$ cat config.mk
export PLATFORM = sky130hd
export DESIGN_NAME = timer_ctl
export DESIGN_NICKNAME = d
export VERILOG_FILES = /design/src/core/timer_ctl_pkg.sv /design/src/core/timer_ctl.sv
export VERILOG_INCLUDE_DIRS = /design/src /design/src/core
export SDC_FILE = /design/constraint.sdc
export NUM_CORES = 1
export LEC_CHECK = 0
export ABC_AREA = 1
export BUFFER_PORTS_ARGS = -buffer_cell sky130_fd_sc_hd__clkbuf_2
export CORE_MARGIN = 2
export CORE_UTILIZATION = 37
export DETAILED_ROUTE_END_ITERATION = 8
export PLACE_DENSITY = 0.53
export SYNTH_ARGS = -nofsm -noshare
export SYNTH_HDL_FRONTEND = slang
export SYNTH_SLANG_ARGS = --single-unit
$ cat constraint.sdc
create_clock -name i_core_clk -period 15.15 [get_ports i_core_clk]
set_input_delay 3.03 -clock i_core_clk [delete_from_list [all_inputs] [get_ports i_core_clk]]
set_output_delay 3.03 -clock i_core_clk [all_outputs]
set_load 0.1 [all_outputs]
$ cat src/core/timer_ctl_map.svh
// Register offsets, field positions, reset values and counts of the timer control block
`ifndef TIMER_CTL_MAP_SVH
`define TIMER_CTL_MAP_SVH

// ----------------------------------------
// Offsets (byte addresses, one 16-bit word each)
// ----------------------------------------
`define CCR_BASE 8'h00
`define CNT_BASE 8'h10
`define GRA_BASE 8'h20
`define GRB_BASE 8'h30
`define BRA_BASE 8'h40
`define BRB_BASE 8'h44

// ----------------------------------------
// Counter control fields
// ----------------------------------------
`define CCR_RSV_BIT 7
`define CCR_CLR_HI 6
`define CCR_CLR_LO 5
`define CCR_EDGE_HI 4
`define CCR_EDGE_LO 3
`define CCR_CLK_HI 2
`define CCR_CLK_LO 0

// ----------------------------------------
// Reset values and counts
// ----------------------------------------
`define CCR_RST 8'h80
`define BUF_RST 16'hffff
`define GR_RST 16'hffff
`define CNT_RST 16'h0000
`define CNT_MAX 16'hffff
`define NUM_CH 5
`define NUM_BUF 4
`define PRESC_W 3

`endif

$ cat src/core/timer_ctl_pkg.sv
// Types shared by the timer control block
package timer_ctl_pkg;

  // ----------------------------------------
  // Register bus request
  // ----------------------------------------
  typedef struct packed {
    logic [7:0] addr;
    logic [15:0] wdata;
    logic [1:0] be;
    logic wr;
    logic rd;
  } bus_req_t;

  // ----------------------------------------
  // Per-channel signals from neighbouring logic
  // ----------------------------------------
  typedef struct packed {
    logic cap_mode_a;
    logic cap_mode_b;
    logic cap_evt_a;
    logic cap_evt_b;
    logic sync_enroll;
  } chan_in_t;

  // ----------------------------------------
  // Per-channel flag set pulses
  // ----------------------------------------
  typedef struct packed {
    logic ovf;
    logic evt_a;
    logic evt_b;
  } flag_set_t;

endpackage

$ cat src/core/timer_ctl.sv
// Clock select, clear select, counters and buffer registers of the five-channel timer
//
// Notes on behaviour
// - Four 16-bit buffers, channels 3 and 4.
// - Four separate buffer enable bits.
// - Compare match copies buffer into general reg.
// - Capture mode makes buffer a capture buffer.
// - Buffers all ones on reset, standby.
// - Buffers read/written by word or byte.
// - Five 8-bit control regs, reset 0x80.
// - Control bit 7 reads one, ignores writes.
// - Clear select: none, A, B, sync.
// - Clear uses match or capture by mode.
// - Sync clear follows enrolled channels.
// - Edge select: rising, falling, both.
// - Clock select: divided clock or external A-D.
// - Internal falling edges; external by edge select.
// - Phase mode ignores channel 2 edge select.
// - Phase mode ignores channel 2 clock select.
// - Compare mode matches counter, raises event.
// - Capture latches counter, raises event.
// - Counter clear loads zero.
`timescale 1ns/1ps
`include "timer_ctl_map.svh"

module timer_ctl
  import timer_ctl_pkg::*;
(
  // Clock, reset, enable, standby
  input wire logic i_core_clk,
  input wire logic i_rst_b,
  input wire logic i_ce,
  input wire logic i_standby,
  // Register bus
  input wire bus_req_t i_bus,
  output logic [15:0] o_bus_rdata,
  // External clock pins
  input wire logic i_ext_clock_in_a,
  input wire logic i_ext_clock_in_b,
  input wire logic i_ext_clock_in_c,
  input wire logic i_ext_clock_in_d,
  // Neighbouring timer logic
  input wire chan_in_t [4:0] i_chan,
  input wire logic [3:0] i_buffer_enable,
  input wire logic i_phase_count_enable,
  input wire logic i_phase_step,
  input wire logic i_phase_down,
  // Counter values and flag set pulses
  output logic [4:0][15:0] o_counter,
  output flag_set_t [4:0] o_flag_set
);

  // ----------------------------------------
  // Functions
  // ----------------------------------------
  function automatic logic hit(input logic [7:0] a, input logic [7:0] base, input logic [2:0] k);
    return a == 8'(base + {4'h0, k, 1'b0});
  endfunction
  function automatic logic [15:0] wr16(input logic [15:0] old, input logic [15:0] d, input logic [1:0] be);
    return {be[1] ? d[15:8] : old[15:8], be[0] ? d[7:0] : old[7:0]};
  endfunction
  function automatic logic presc_tick(input logic [2:0] p, input logic [1:0] div);
    logic t;
    case (div)
      2'd0: t = 1'b1;
      2'd1: t = p[0];
      2'd2: t = &p[1:0];
      default: t = &p[2:0];
    endcase
    return t;
  endfunction

  // ----------------------------------------
  // Reset release
  // ----------------------------------------
  logic [1:0] rst_sync_q;
  logic rst_n;

  always_ff @(posedge i_core_clk or negedge i_rst_b) begin
    if (!i_rst_b) begin
      rst_sync_q <= 2'b00;
    end else begin
      rst_sync_q <= {rst_sync_q[0], 1'b1};
    end
  end

  assign rst_n = rst_sync_q[1];

  // ----------------------------------------
  // State
  // ----------------------------------------
  logic [4:0][7:0] ccr_q;
  logic [4:0][15:0] cnt_q, gra_q, grb_q;
  logic [3:0][15:0] buf_q;
  logic [4:0] eq_a_q, eq_b_q;
  logic [`PRESC_W-1:0] presc_q;
  logic [3:0] sync1_q, sync2_q, sync3_q, ext_lvl_q;
  logic [15:0] rdata_q;
  flag_set_t [4:0] flag_q;

  // ----------------------------------------
  // Combinational decode
  // ----------------------------------------
  logic [3:0] ext_in, ext_rise, ext_fall;
  logic [4:0] tick, down, eq_a, eq_b, ev_a, ev_b, own_clr, do_clr, ovf;
  logic sync_src;
  logic [4:0] wr_ccr, wr_cnt, wr_gra, wr_grb;
  logic [3:0] wr_buf;

  assign ext_in = {i_ext_clock_in_d, i_ext_clock_in_c, i_ext_clock_in_b, i_ext_clock_in_a};

  always_comb begin
    for (int e = 0; e < 4; e++) begin
      ext_rise[e] = (sync2_q[e] == sync3_q[e]) && sync3_q[e] && !ext_lvl_q[e];
      ext_fall[e] = (sync2_q[e] == sync3_q[e]) && !sync3_q[e] && ext_lvl_q[e];
    end
  end

  always_comb begin
    for (int c = 0; c < `NUM_CH; c++) begin
      logic [1:0] sel, edg, clr;
      sel = ccr_q[c][1:0];
      edg = ccr_q[c][`CCR_EDGE_HI:`CCR_EDGE_LO];
      clr = ccr_q[c][`CCR_CLR_HI:`CCR_CLR_LO];
      down[c] = 1'b0;
      if (c == 2 && i_phase_count_enable) begin
        tick[c] = i_phase_step;
        down[c] = i_phase_down;
      end else if (!ccr_q[c][`CCR_CLK_HI]) begin
        tick[c] = presc_tick(presc_q, sel);
      end else begin
        tick[c] = edg[1] ? (ext_rise[sel] | ext_fall[sel]) : (edg[0] ? ext_fall[sel] : ext_rise[sel]);
      end
      eq_a[c] = cnt_q[c] == gra_q[c];
      eq_b[c] = cnt_q[c] == grb_q[c];
      ev_a[c] = i_chan[c].cap_mode_a ? i_chan[c].cap_evt_a : (eq_a[c] && !eq_a_q[c]);
      ev_b[c] = i_chan[c].cap_mode_b ? i_chan[c].cap_evt_b : (eq_b[c] && !eq_b_q[c]);
      own_clr[c] = (clr == 2'b01 && ev_a[c]) || (clr == 2'b10 && ev_b[c]);
      ovf[c] = tick[c] && (down[c] ? cnt_q[c] == `CNT_RST : cnt_q[c] == `CNT_MAX);
    end
  end

  always_comb begin
    sync_src = 1'b0;
    for (int c = 0; c < `NUM_CH; c++) begin
      sync_src = sync_src | (i_chan[c].sync_enroll && own_clr[c]);
    end
    for (int c = 0; c < `NUM_CH; c++) begin
      do_clr[c] = own_clr[c] || (ccr_q[c][`CCR_CLR_HI:`CCR_CLR_LO] == 2'b11 && i_chan[c].sync_enroll && sync_src);
    end
  end

  // Write decode
  always_comb begin
    for (int c = 0; c < `NUM_CH; c++) begin
      wr_ccr[c] = i_bus.wr && i_bus.be[0] && hit(i_bus.addr, `CCR_BASE, 3'(c));
      wr_cnt[c] = i_bus.wr && hit(i_bus.addr, `CNT_BASE, 3'(c));
      wr_gra[c] = i_bus.wr && hit(i_bus.addr, `GRA_BASE, 3'(c));
      wr_grb[c] = i_bus.wr && hit(i_bus.addr, `GRB_BASE, 3'(c));
    end
    for (int k = 0; k < 2; k++) begin
      wr_buf[2*k] = i_bus.wr && hit(i_bus.addr, `BRA_BASE, 3'(k));
      wr_buf[2*k+1] = i_bus.wr && hit(i_bus.addr, `BRB_BASE, 3'(k));
    end
  end

  // ----------------------------------------
  // Prescaler and pin synchronisers
  // ----------------------------------------
  always_ff @(posedge i_core_clk or negedge rst_n) begin
    if (!rst_n) begin
      presc_q <= '0;
    end else if (i_ce) begin
      presc_q <= presc_q + 3'd1;
    end
  end

  always_ff @(posedge i_core_clk or negedge rst_n) begin
    if (!rst_n) begin
      sync1_q <= 4'h0;
      sync2_q <= 4'h0;
      sync3_q <= 4'h0;
      ext_lvl_q <= 4'h0;
    end else if (i_ce) begin
      sync1_q <= ext_in;
      sync2_q <= sync1_q;
      sync3_q <= sync2_q;
      for (int e = 0; e < 4; e++) begin
        if (sync2_q[e] == sync3_q[e]) begin
          ext_lvl_q[e] <= sync3_q[e];
        end
      end
    end
  end

  // ----------------------------------------
  // Counter control registers
  // ----------------------------------------
  always_ff @(posedge i_core_clk or negedge rst_n) begin
    if (!rst_n) begin
      ccr_q <= {`NUM_CH{`CCR_RST}};
    end else if (i_standby) begin
      ccr_q <= {`NUM_CH{`CCR_RST}};
    end else if (i_ce) begin
      for (int c = 0; c < `NUM_CH; c++) begin
        if (wr_ccr[c]) begin
          ccr_q[c] <= {1'b1, i_bus.wdata[6:0]};
        end
      end
    end
  end

  // ----------------------------------------
  // Counters
  // ----------------------------------------
  always_ff @(posedge i_core_clk or negedge rst_n) begin
    if (!rst_n) begin
      cnt_q <= '0;
      eq_a_q <= 5'h00;
      eq_b_q <= 5'h00;
    end else if (i_standby) begin
      cnt_q <= '0;
      eq_a_q <= 5'h00;
      eq_b_q <= 5'h00;
    end else if (i_ce) begin
      eq_a_q <= eq_a;
      eq_b_q <= eq_b;
      for (int c = 0; c < `NUM_CH; c++) begin
        if (wr_cnt[c]) begin
          cnt_q[c] <= wr16(cnt_q[c], i_bus.wdata, i_bus.be);
        end else if (do_clr[c]) begin
          cnt_q[c] <= `CNT_RST;
        end else if (tick[c]) begin
          cnt_q[c] <= down[c] ? cnt_q[c] - 16'd1 : cnt_q[c] + 16'd1;
        end
      end
    end
  end

  // ----------------------------------------
  // General registers
  // ----------------------------------------
  always_ff @(posedge i_core_clk or negedge rst_n) begin
    if (!rst_n) begin
      gra_q <= {`NUM_CH{`GR_RST}};
      grb_q <= {`NUM_CH{`GR_RST}};
    end else if (i_standby) begin
      gra_q <= {`NUM_CH{`GR_RST}};
      grb_q <= {`NUM_CH{`GR_RST}};
    end else if (i_ce) begin
      for (int c = 0; c < `NUM_CH; c++) begin
        if (i_chan[c].cap_mode_a && i_chan[c].cap_evt_a) begin
          gra_q[c] <= cnt_q[c];
        end else if (c >= 3 && i_buffer_enable[2*(c-3)] && ev_a[c]) begin
          gra_q[c] <= buf_q[2*(c-3)];
        end else if (wr_gra[c]) begin
          gra_q[c] <= wr16(gra_q[c], i_bus.wdata, i_bus.be);
        end
        if (i_chan[c].cap_mode_b && i_chan[c].cap_evt_b) begin
          grb_q[c] <= cnt_q[c];
        end else if (c >= 3 && i_buffer_enable[2*(c-3)+1] && ev_b[c]) begin
          grb_q[c] <= buf_q[2*(c-3)+1];
        end else if (wr_grb[c]) begin
          grb_q[c] <= wr16(grb_q[c], i_bus.wdata, i_bus.be);
        end
      end
    end
  end

  // ----------------------------------------
  // Buffer registers
  // ----------------------------------------
  always_ff @(posedge i_core_clk or negedge rst_n) begin
    if (!rst_n) begin
      buf_q <= {`NUM_BUF{`BUF_RST}};
    end else if (i_standby) begin
      buf_q <= {`NUM_BUF{`BUF_RST}};
    end else if (i_ce) begin
      for (int k = 0; k < `NUM_BUF; k++) begin
        logic cap, cev;
        logic [15:0] gr;
        cap = k[0] ? i_chan[3+k/2].cap_mode_b : i_chan[3+k/2].cap_mode_a;
        cev = k[0] ? i_chan[3+k/2].cap_evt_b : i_chan[3+k/2].cap_evt_a;
        gr = k[0] ? grb_q[3+k/2] : gra_q[3+k/2];
        if (i_buffer_enable[k] && cap && cev) begin
          buf_q[k] <= gr;
        end else if (wr_buf[k]) begin
          buf_q[k] <= wr16(buf_q[k], i_bus.wdata, i_bus.be);
        end
      end
    end
  end

  // ----------------------------------------
  // Flag set pulses
  // ----------------------------------------
  always_ff @(posedge i_core_clk or negedge rst_n) begin
    if (!rst_n) begin
      flag_q <= '0;
    end else if (i_standby) begin
      flag_q <= '0;
    end else if (i_ce) begin
      for (int c = 0; c < `NUM_CH; c++) begin
        flag_q[c] <= '{ovf: ovf[c] && !do_clr[c] && !wr_cnt[c], evt_a: ev_a[c], evt_b: ev_b[c]};
      end
    end
  end

  // ----------------------------------------
  // Read path
  // ----------------------------------------
  always_ff @(posedge i_core_clk or negedge rst_n) begin
    if (!rst_n) begin
      rdata_q <= 16'h0000;
    end else if (i_ce && i_bus.rd) begin
      rdata_q <= 16'h0000;
      for (int c = 0; c < `NUM_CH; c++) begin
        if (hit(i_bus.addr, `CCR_BASE, 3'(c))) begin
          rdata_q <= {8'h00, ccr_q[c]};
        end else if (hit(i_bus.addr, `CNT_BASE, 3'(c))) begin
          rdata_q <= cnt_q[c];
        end else if (hit(i_bus.addr, `GRA_BASE, 3'(c))) begin
          rdata_q <= gra_q[c];
        end else if (hit(i_bus.addr, `GRB_BASE, 3'(c))) begin
          rdata_q <= grb_q[c];
        end
      end
      for (int k = 0; k < 2; k++) begin
        if (hit(i_bus.addr, `BRA_BASE, 3'(k))) begin
          rdata_q <= buf_q[2*k];
        end else if (hit(i_bus.addr, `BRB_BASE, 3'(k))) begin
          rdata_q <= buf_q[2*k+1];
        end
      end
    end
  end

  // ----------------------------------------
  // Outputs
  // ----------------------------------------
  assign o_bus_rdata = rdata_q;
  assign o_counter = cnt_q;
  assign o_flag_set = flag_q;

endmodule

==> qor.yml, run 1 <==
status:
  outcome: "finished clean"
timing:
  fin_crit_sh_pct: 38.3
  totalNegativeSetupSlack_ns: 0
  worst_hold_slack_ns: 0.346
  finalClockSkew_ns: 0.0318
  finalHoldViolCount: 0
  fin_ws_ns: 9.35
  finalSetupViolations: 0
  achievable-frequency_mhz: 172
  rsz0062_at_grt: "false"
  tightestPinTransition_ns: 1.30
  fin_crit_ns: 5.80
  slew_viol_final: 0
  timing.max_slew.rel_slack_pct: 13.2
setup_path:
  r2r_slack_ns: 11.25
  timing.critical_path.from_type: "primary input"
  cp_cell_sequence: "buf_6, buf_4, nor2_4, buf_4, inv_1, buf_4, o21ai_0, a21oi_1, o21ai_0, o21ai_0"
  cp_slowest_cell: "sky130_fd_sc_hd__a21oi_1"
  cp.required_ns: 15.70
  path_max_fanout: 44
  critical_path_arrival_ns: 6.35
  critical_path.max_stage_delay_ns: 0.85
  worst_setup_path_end_kind: "flop"
  path_class: "primary input to flop"
clocking:
  cts.path.max_buffers: 3
  clockRootBuffer: "sky130_fd_sc_hd__clkbuf_16"
  insertion_delay_ns: 0.63
  num_cts_buffers: 51
  cts.sink_count: 401
  tritoncts_clock_tree: "done"
  clk_pin_slew_ns: 0.06
  ctsHtreeMaxLevel: 2
  hold_buffers: 0
  post_cts.resized_instances: 0
  postCtsSetupRepairBufs: 0
routing:
  wl_per_cell_um: 23.7
  detail_route.first_pass.iterations: 6
  antenna_left: 0
  detail_route.wirelength_mm: 123
  viasPerCell: 5.57
  dr_total_vias: 28852
  detail_route.drc_violations: 0
  drt_iter0_markers: 3071
logic_synthesis:
  syn-cell-area_um2: 28400
  ys_types: 55
  top_area_cell_type_share_of_the_netlist_area_pct: 20.7
  synth.area.top_cells: "sky130_fd_sc_hd__dfstp_2 (21%), sky130_fd_sc_hd__dfrtp_1 (16%), sky130_fd_sc_hd__nand2_1 (13%), sky130_fd_sc_hd__o21ai_0 (12%), sky130_fd_sc_hd__inv_1 (6.4%)"
  postSynthAreaPerCell_um2: 6.98
  syn_nets: 4165
  ys_warn_count: 0
  ys_ff_latch: 401
  netlist_instances: 4068
  seq_area_frac_synth_pct: 36.3
  netlist.top_cell.by_area: "sky130_fd_sc_hd__dfstp_2"
place:
  port_buffers: 178
  dp_hpwl_mm: 88.3
  globalplace.congestion: 0.993
  postPlaceCellArea_um2: 30000
  dp_slack_ns: 8.80
  placedCellCount: 5088
finish:
  layout_common_cells: "sky130_fd_sc_hd__nand2_1 (964), sky130_fd_sc_hd__o21ai_0 (679), sky130_fd_sc_hd__inv_1 (487)"
  area_growth_from_synthesis_to_layout_pct: 11.4
  layout_commonest_cell: "sky130_fd_sc_hd__nand2_1"
  final_util_pct: 41.7
  final_cells: 5184
  drive_gt1_share_pct: 14.4
  layout.cell_area.non_filler_um2: 31600
  num-nets-final: 4208
global_routing:
  pin_count_of_the_biggest_net_entering_global_routing: 149
  overflow: 0
  antenna_found_initial: 7
  global_route.usage.total_pct: 30.7
  grt_first_pass_wirelength_mm: 181
  via_count_of_the_first_global_routing_pass: 26691
power:
  max-vdd-ir-drop_mv: 0.0739
  total_power_per_unit_cell_area_nw_per_um2: 113
  cellLeakagePower_nw: 13.9
  total_power_mw: 3.58
floorplan:
  floorplan.core_area_um2: 75900
  die_area_um2: 79000
  floorplan.die.width_um: 281
  io-pin-count: 179
  die_y_um: 281
  floorplan.initialDensity_pct: 37.4
  std_cell_rows: 101
worst_hold_path:
  holdCritPathClass: "flop to flop"
run:
  drv.max_cap_violation_count: 0
report_power, final:
group	total (mW)	switching (mW)	leakage (nW)	internal, mW
sequential	1.47	0.188	4.74	1.28
combinational	0.869	0.623	8.39	0.246
clock	1.24	0.523	0.776	0.715
per-layer routing:
| layer | track usage [%] | vias up | share of wire [%] | wire length, um |
|---|---|---|---|---|
| li1 | - | 13612 | - | - |
| met1 | 42.1 | 13791 | 43 | 53100 |
| met2 | 47.3 | 1197 | 44 | 53600 |
| met3 | 5.80 | 250 | 8.4 | 10300 |
| met4 | 12.8 | 2 | 4.6 | 5580 |
| met5 | 0 | - | 0.0090 | 11 |
worst max-delay path, delay by kind of cell:
family | cells | cell delay, ns
AND/OR/NAND/NOR | 1 | 0.06
buffers and inverters | 5 | 1.80
AO/OA/AOI/OAI | 4 | 1.39
registers in the layout, summed over array words and instances, names as in the netlist:
signal / count
eq_a_q: 5
presc_q: 3
rst_sync_q: 2
o_bus_rdata: 16
gra_q: 80
ccr_q: 35
sync3_q: 4
grb_q: 80
sync2_q: 4
sync1_q: 4
o_flag_set: 15
o_counter: 80
buf_q: 64
ext_lvl_q: 4
eq_b_q: 5
area by class of cell:
class,count,area [um^2]
Tap cell,1030,1290
Inverter,494,1860
Fill cell,8050,44300
Timing Repair Buffer,240,1380
Multi-Input combinational cell,2923,15200
Sequential cell,401,10300
Clock buffer,84,1480
Clock inverter,11,138
Antenna cell,1,2.50
final timing paths:
kind,from,to,cells after the start
min in group asynchronous,rst_sync_q[1],o_counter[34],1
worst max register to register,o_counter[64],gra_q[78],15
worst max-delay path,i_standby,gra_q[0],10
worst min register to register,rst_sync_q[0],rst_sync_q[1],0
worst min-delay path,rst_sync_q[0],rst_sync_q[1],0
max in group asynchronous,i_rst_b,rst_sync_q[1],1
synth_stat cells (all sizes together):
library cell,n
a211o,1
a211oi,21
a21o,1
a21oi,228
a221oi,5
a22oi,1
a31oi,3
a32o,5
a41oi,2
and2,3
buf,76
clkbuf,174
clkinv,1
conb,1
dfrtp,177
dfstp,224
fa,1
ha,28
inv,493
nand2,966
nand3,184
nand3b,12
nand4,81
nor2,199
nor3,38
nor4,12
nor4b,1
o2111ai,8
o211ai,131
o21a,56
o21ai,718
o21bai,8
o221ai,4
o22ai,16
o311ai,2
o31ai,1
or2,7
xnor2,99
xor2,80
logic make-up (layout without fill, tap and decap cells):
| family | Yosys count | count (layout) | share of synthesized area (%) |
|---|---|---|---|
| buffers and inverters | 744 | 829 | 10.4 |
| xor gates and xnor gates | 179 | 179 | 5.52 |
| DFF | 401 | 401 | 36.3 |
| adders and majority gates | 29 | 29 | 1.30 |
| AOI/OAI and AO/OA | 1211 | 1211 | 24.1 |
| other | 1 | 2 | 0.0132 |
| and+or+nand+nor | 1503 | 1503 | 22.3 |
Note: power is estimated with default switching activity, not from simulation.
==> inputs of run 2 (changes only) <==
==> constraint.sdc (replaced) <==
create_clock -name i_core_clk -period 5.7 [get_ports i_core_clk]
set_input_delay 1.14 -clock i_core_clk [delete_from_list [all_inputs] [get_ports i_core_clk]]
set_output_delay 1.14 -clock i_core_clk [all_outputs]
set_load 0.1 [all_outputs]
==> qor.yml, run 2 (synthesis gave the netlist of run 1 again) <==
timing:
  timing.max_slew.rel_slack_pct: 18.8  # +5.6 points
  fin_crit_sh_pct: 66.1
  slew_viol_final: 0  # unchanged
  finalSetupViolations: 0  # unchanged
  fin_crit_ns: 3.77
  rsz0062_at_grt: "false"
  tightestPinTransition_ns: 1.22  # -0.0822 ns
  achievable-frequency_mhz: 265
  finalHoldViolCount: 0  # unchanged
  finalClockSkew_ns: 0.0315  # -0.000275 ns
  totalNegativeSetupSlack_ns: 0  # unchanged
clocking:
  post_cts.resized_instances: 0  # unchanged
  cts.path.max_buffers: 3  # unchanged
  hold_buffers: 0  # unchanged
  clk_pin_slew_ns: 0.06  # about the same
  tritoncts_clock_tree: "done"
  clockRootBuffer: "sky130_fd_sc_hd__clkbuf_16"
  ctsHtreeMaxLevel: 2  # unchanged
  insertion_delay_ns: 0.62  # about the same
  cts.sink_count: 401  # unchanged
  postCtsSetupRepairBufs: 0  # unchanged
  num_cts_buffers: 50  # -2.0%
routing:
  detail_route.drc_violations: 0  # unchanged
  wl_per_cell_um: 24.0  # +1.5%
  detail_route.wirelength_mm: 125  # +1.9%
  viasPerCell: 5.64  # +1.3%
  dr_total_vias: 29348  # +1.7%
  drt_iter0_markers: 3061  # -0.33%
  detail_route.first_pass.iterations: 6  # unchanged
  antenna_left: 0  # unchanged
floorplan:
  floorplan.die.width_um: 281  # unchanged
  floorplan.initialDensity_pct: 37.4  # unchanged
  die_area_um2: 79000  # unchanged
  die_y_um: 281  # unchanged
  io-pin-count: 179  # unchanged
  floorplan.core_area_um2: 75900  # unchanged
  std_cell_rows: 101  # unchanged
global_routing:
  via_count_of_the_first_global_routing_pass: 26963  # +1.0%
  global_route.usage.total_pct: 31.2  # +0.50 points
  overflow: 0  # unchanged
  pin_count_of_the_biggest_net_entering_global_routing: 133  # -11%
  grt_first_pass_wirelength_mm: 183  # +1.4%
  antenna_found_initial: 4  # -3
status:
  outcome: "finished clean"
setup_path:
  r2r_end: "o_counter[46]"
  cp.required_ns: 6.22  # -9.48 ns
  path_max_fanout: 18  # -59%
  critical-path-top-delay-family: "simple AND/OR/NAND/NOR gates"
  cp_common_cell: "sky130_fd_sc_hd__nand2_1"
  cp_slowest_cell: "sky130_fd_sc_hd__dfrtp_1"
  critical_path.n_buffers_inverters: 1  # -4
  critical_path_arrival_ns: 4.29  # -2.06 ns
  r2r_slack_ns: 1.93  # -9.32 ns
  cp_cell_sequence: "inv_1, nand2_1, nand4_1, nor3_1, nand3_1, nand2_1, nand2_1, nand2_1, nand2_1, nand3_4, o21bai_4, nand3_2, nand4_1, o21ai_0"
  critical_path.max_stage_delay_ns: 0.69  # -0.16 ns
  r2r_start: "o_counter[71]"
  rr_worst_depth: 14  # -1
  timing.critical_path.from_type: "flop"
  path_class: "flop to flop"
  worst_setup_path_end_kind: "flop"
run:
  drv.max_cap_violation_count: 0  # unchanged
place:
  globalplace.congestion: 0.975  # -1.9%
  dp_hpwl_mm: 90.1  # +2.0%
  port_buffers: 178  # unchanged
  placedCellCount: 5109  # +0.41%
worst_hold_path:
  holdCritPathClass: "primary input to async pin"
finish:
  area_growth_from_synthesis_to_layout_pct: 12.1
  final.fill_count: 8032  # -0.22%
  final_util_pct: 41.9  # +0.27 points
  layout_common_cells: "sky130_fd_sc_hd__nand2_1 (964), sky130_fd_sc_hd__o21ai_0 (679), sky130_fd_sc_hd__inv_1 (487)"
  drive_gt1_share_pct: 15.0  # +0.68 points
  num-nets-final: 4228  # +0.48%
  final_cells: 5205  # +0.41%
  layout_commonest_cell: "sky130_fd_sc_hd__nand2_1"
power:
  total_power_mw: 9.55  # +170%
  max-vdd-ir-drop_mv: 0.199  # +170%
  cellLeakagePower_nw: 14.1  # +1.1%
  total_power_per_unit_cell_area_nw_per_um2: 300  # +170%
run 2: cell types whose count changed in the layout (fill, tap and decap cells not counted), sizes merged:
cell,change
clkinv,+7
buf,+21
clkbuf,-9
clkinvlp,-1
diode,+2
inv,+1
run 2: metrics by stage:
step | area [um^2] | hold WS (ns) | worst slack (ns)
after global routing | 31800 | 0.298 | 1.67
after CTS | 31800 | 0.293 | 2.03
final | 31800 | 0.316 | 1.93
after floorplan | 28400 | 0.331 | 1.88
after global placement | 30200 | 0.332 | 1.58
after detailed placement | 30200 | 0.336 | 1.58
run 2: worst max path at each step:
stage	slack (ns)	cells past startpoint	startpoint	to
finish	1.93	14	o_counter[71]	o_counter[46]
global route	1.67	15	o_counter[64]	o_counter[40]
CTS	2.03	15	o_counter[64]	o_counter[46]
detailed placement	1.58	18	i_bus[23]	o_bus_rdata[8]
global placement	1.58	18	i_bus[23]	o_bus_rdata[8]
floorplan	1.88	0	rst_sync_q[1]	ccr_q[0]
run 2: final cells by class:
cell class | count | area (um^2) | area share, %
clock inverters | 18 | 173 | 0.542
flip-flops and latches | 401 | 10300 | 32.4
repair buffers | 261 | 1550 | 4.85
inverters | 494 | 1860 | 5.83
well taps | 1030 | 1290 | 4.05
multi-input cells | 2923 | 15200 | 47.6
clock buffers | 75 | 1480 | 4.64
diodes | 3 | 7.51 | 0.0236
run 2: power by group:
group	internal, mW	total (mW)	switching, mW
registers	3.41	3.92	0.506
logic	0.666	2.33	1.66
clock network	1.92	3.30	1.39
total	5.99	9.55	3.55
run 2: worst reg2reg max path, delay by kind of cell (launching register included):
kind                   cells  cell delay, ns
AO/OA/AOI/OAI              2            0.50
flip-flops                 1            0.69
buffers and inverters      1            0.32
AND/OR/NAND/NOR           11            2.18
run 2: routing by layer:
layer / global-route usage, % / up-vias / share of wire, %
met5: 0 / - / 0
met4: 13.6 / 0 / 4.7
met3: 4.71 / 255 / 8.4
met2: 48.3 / 1372 / 44
met1: 43.1 / 14077 / 43
li1: - / 13644 / -
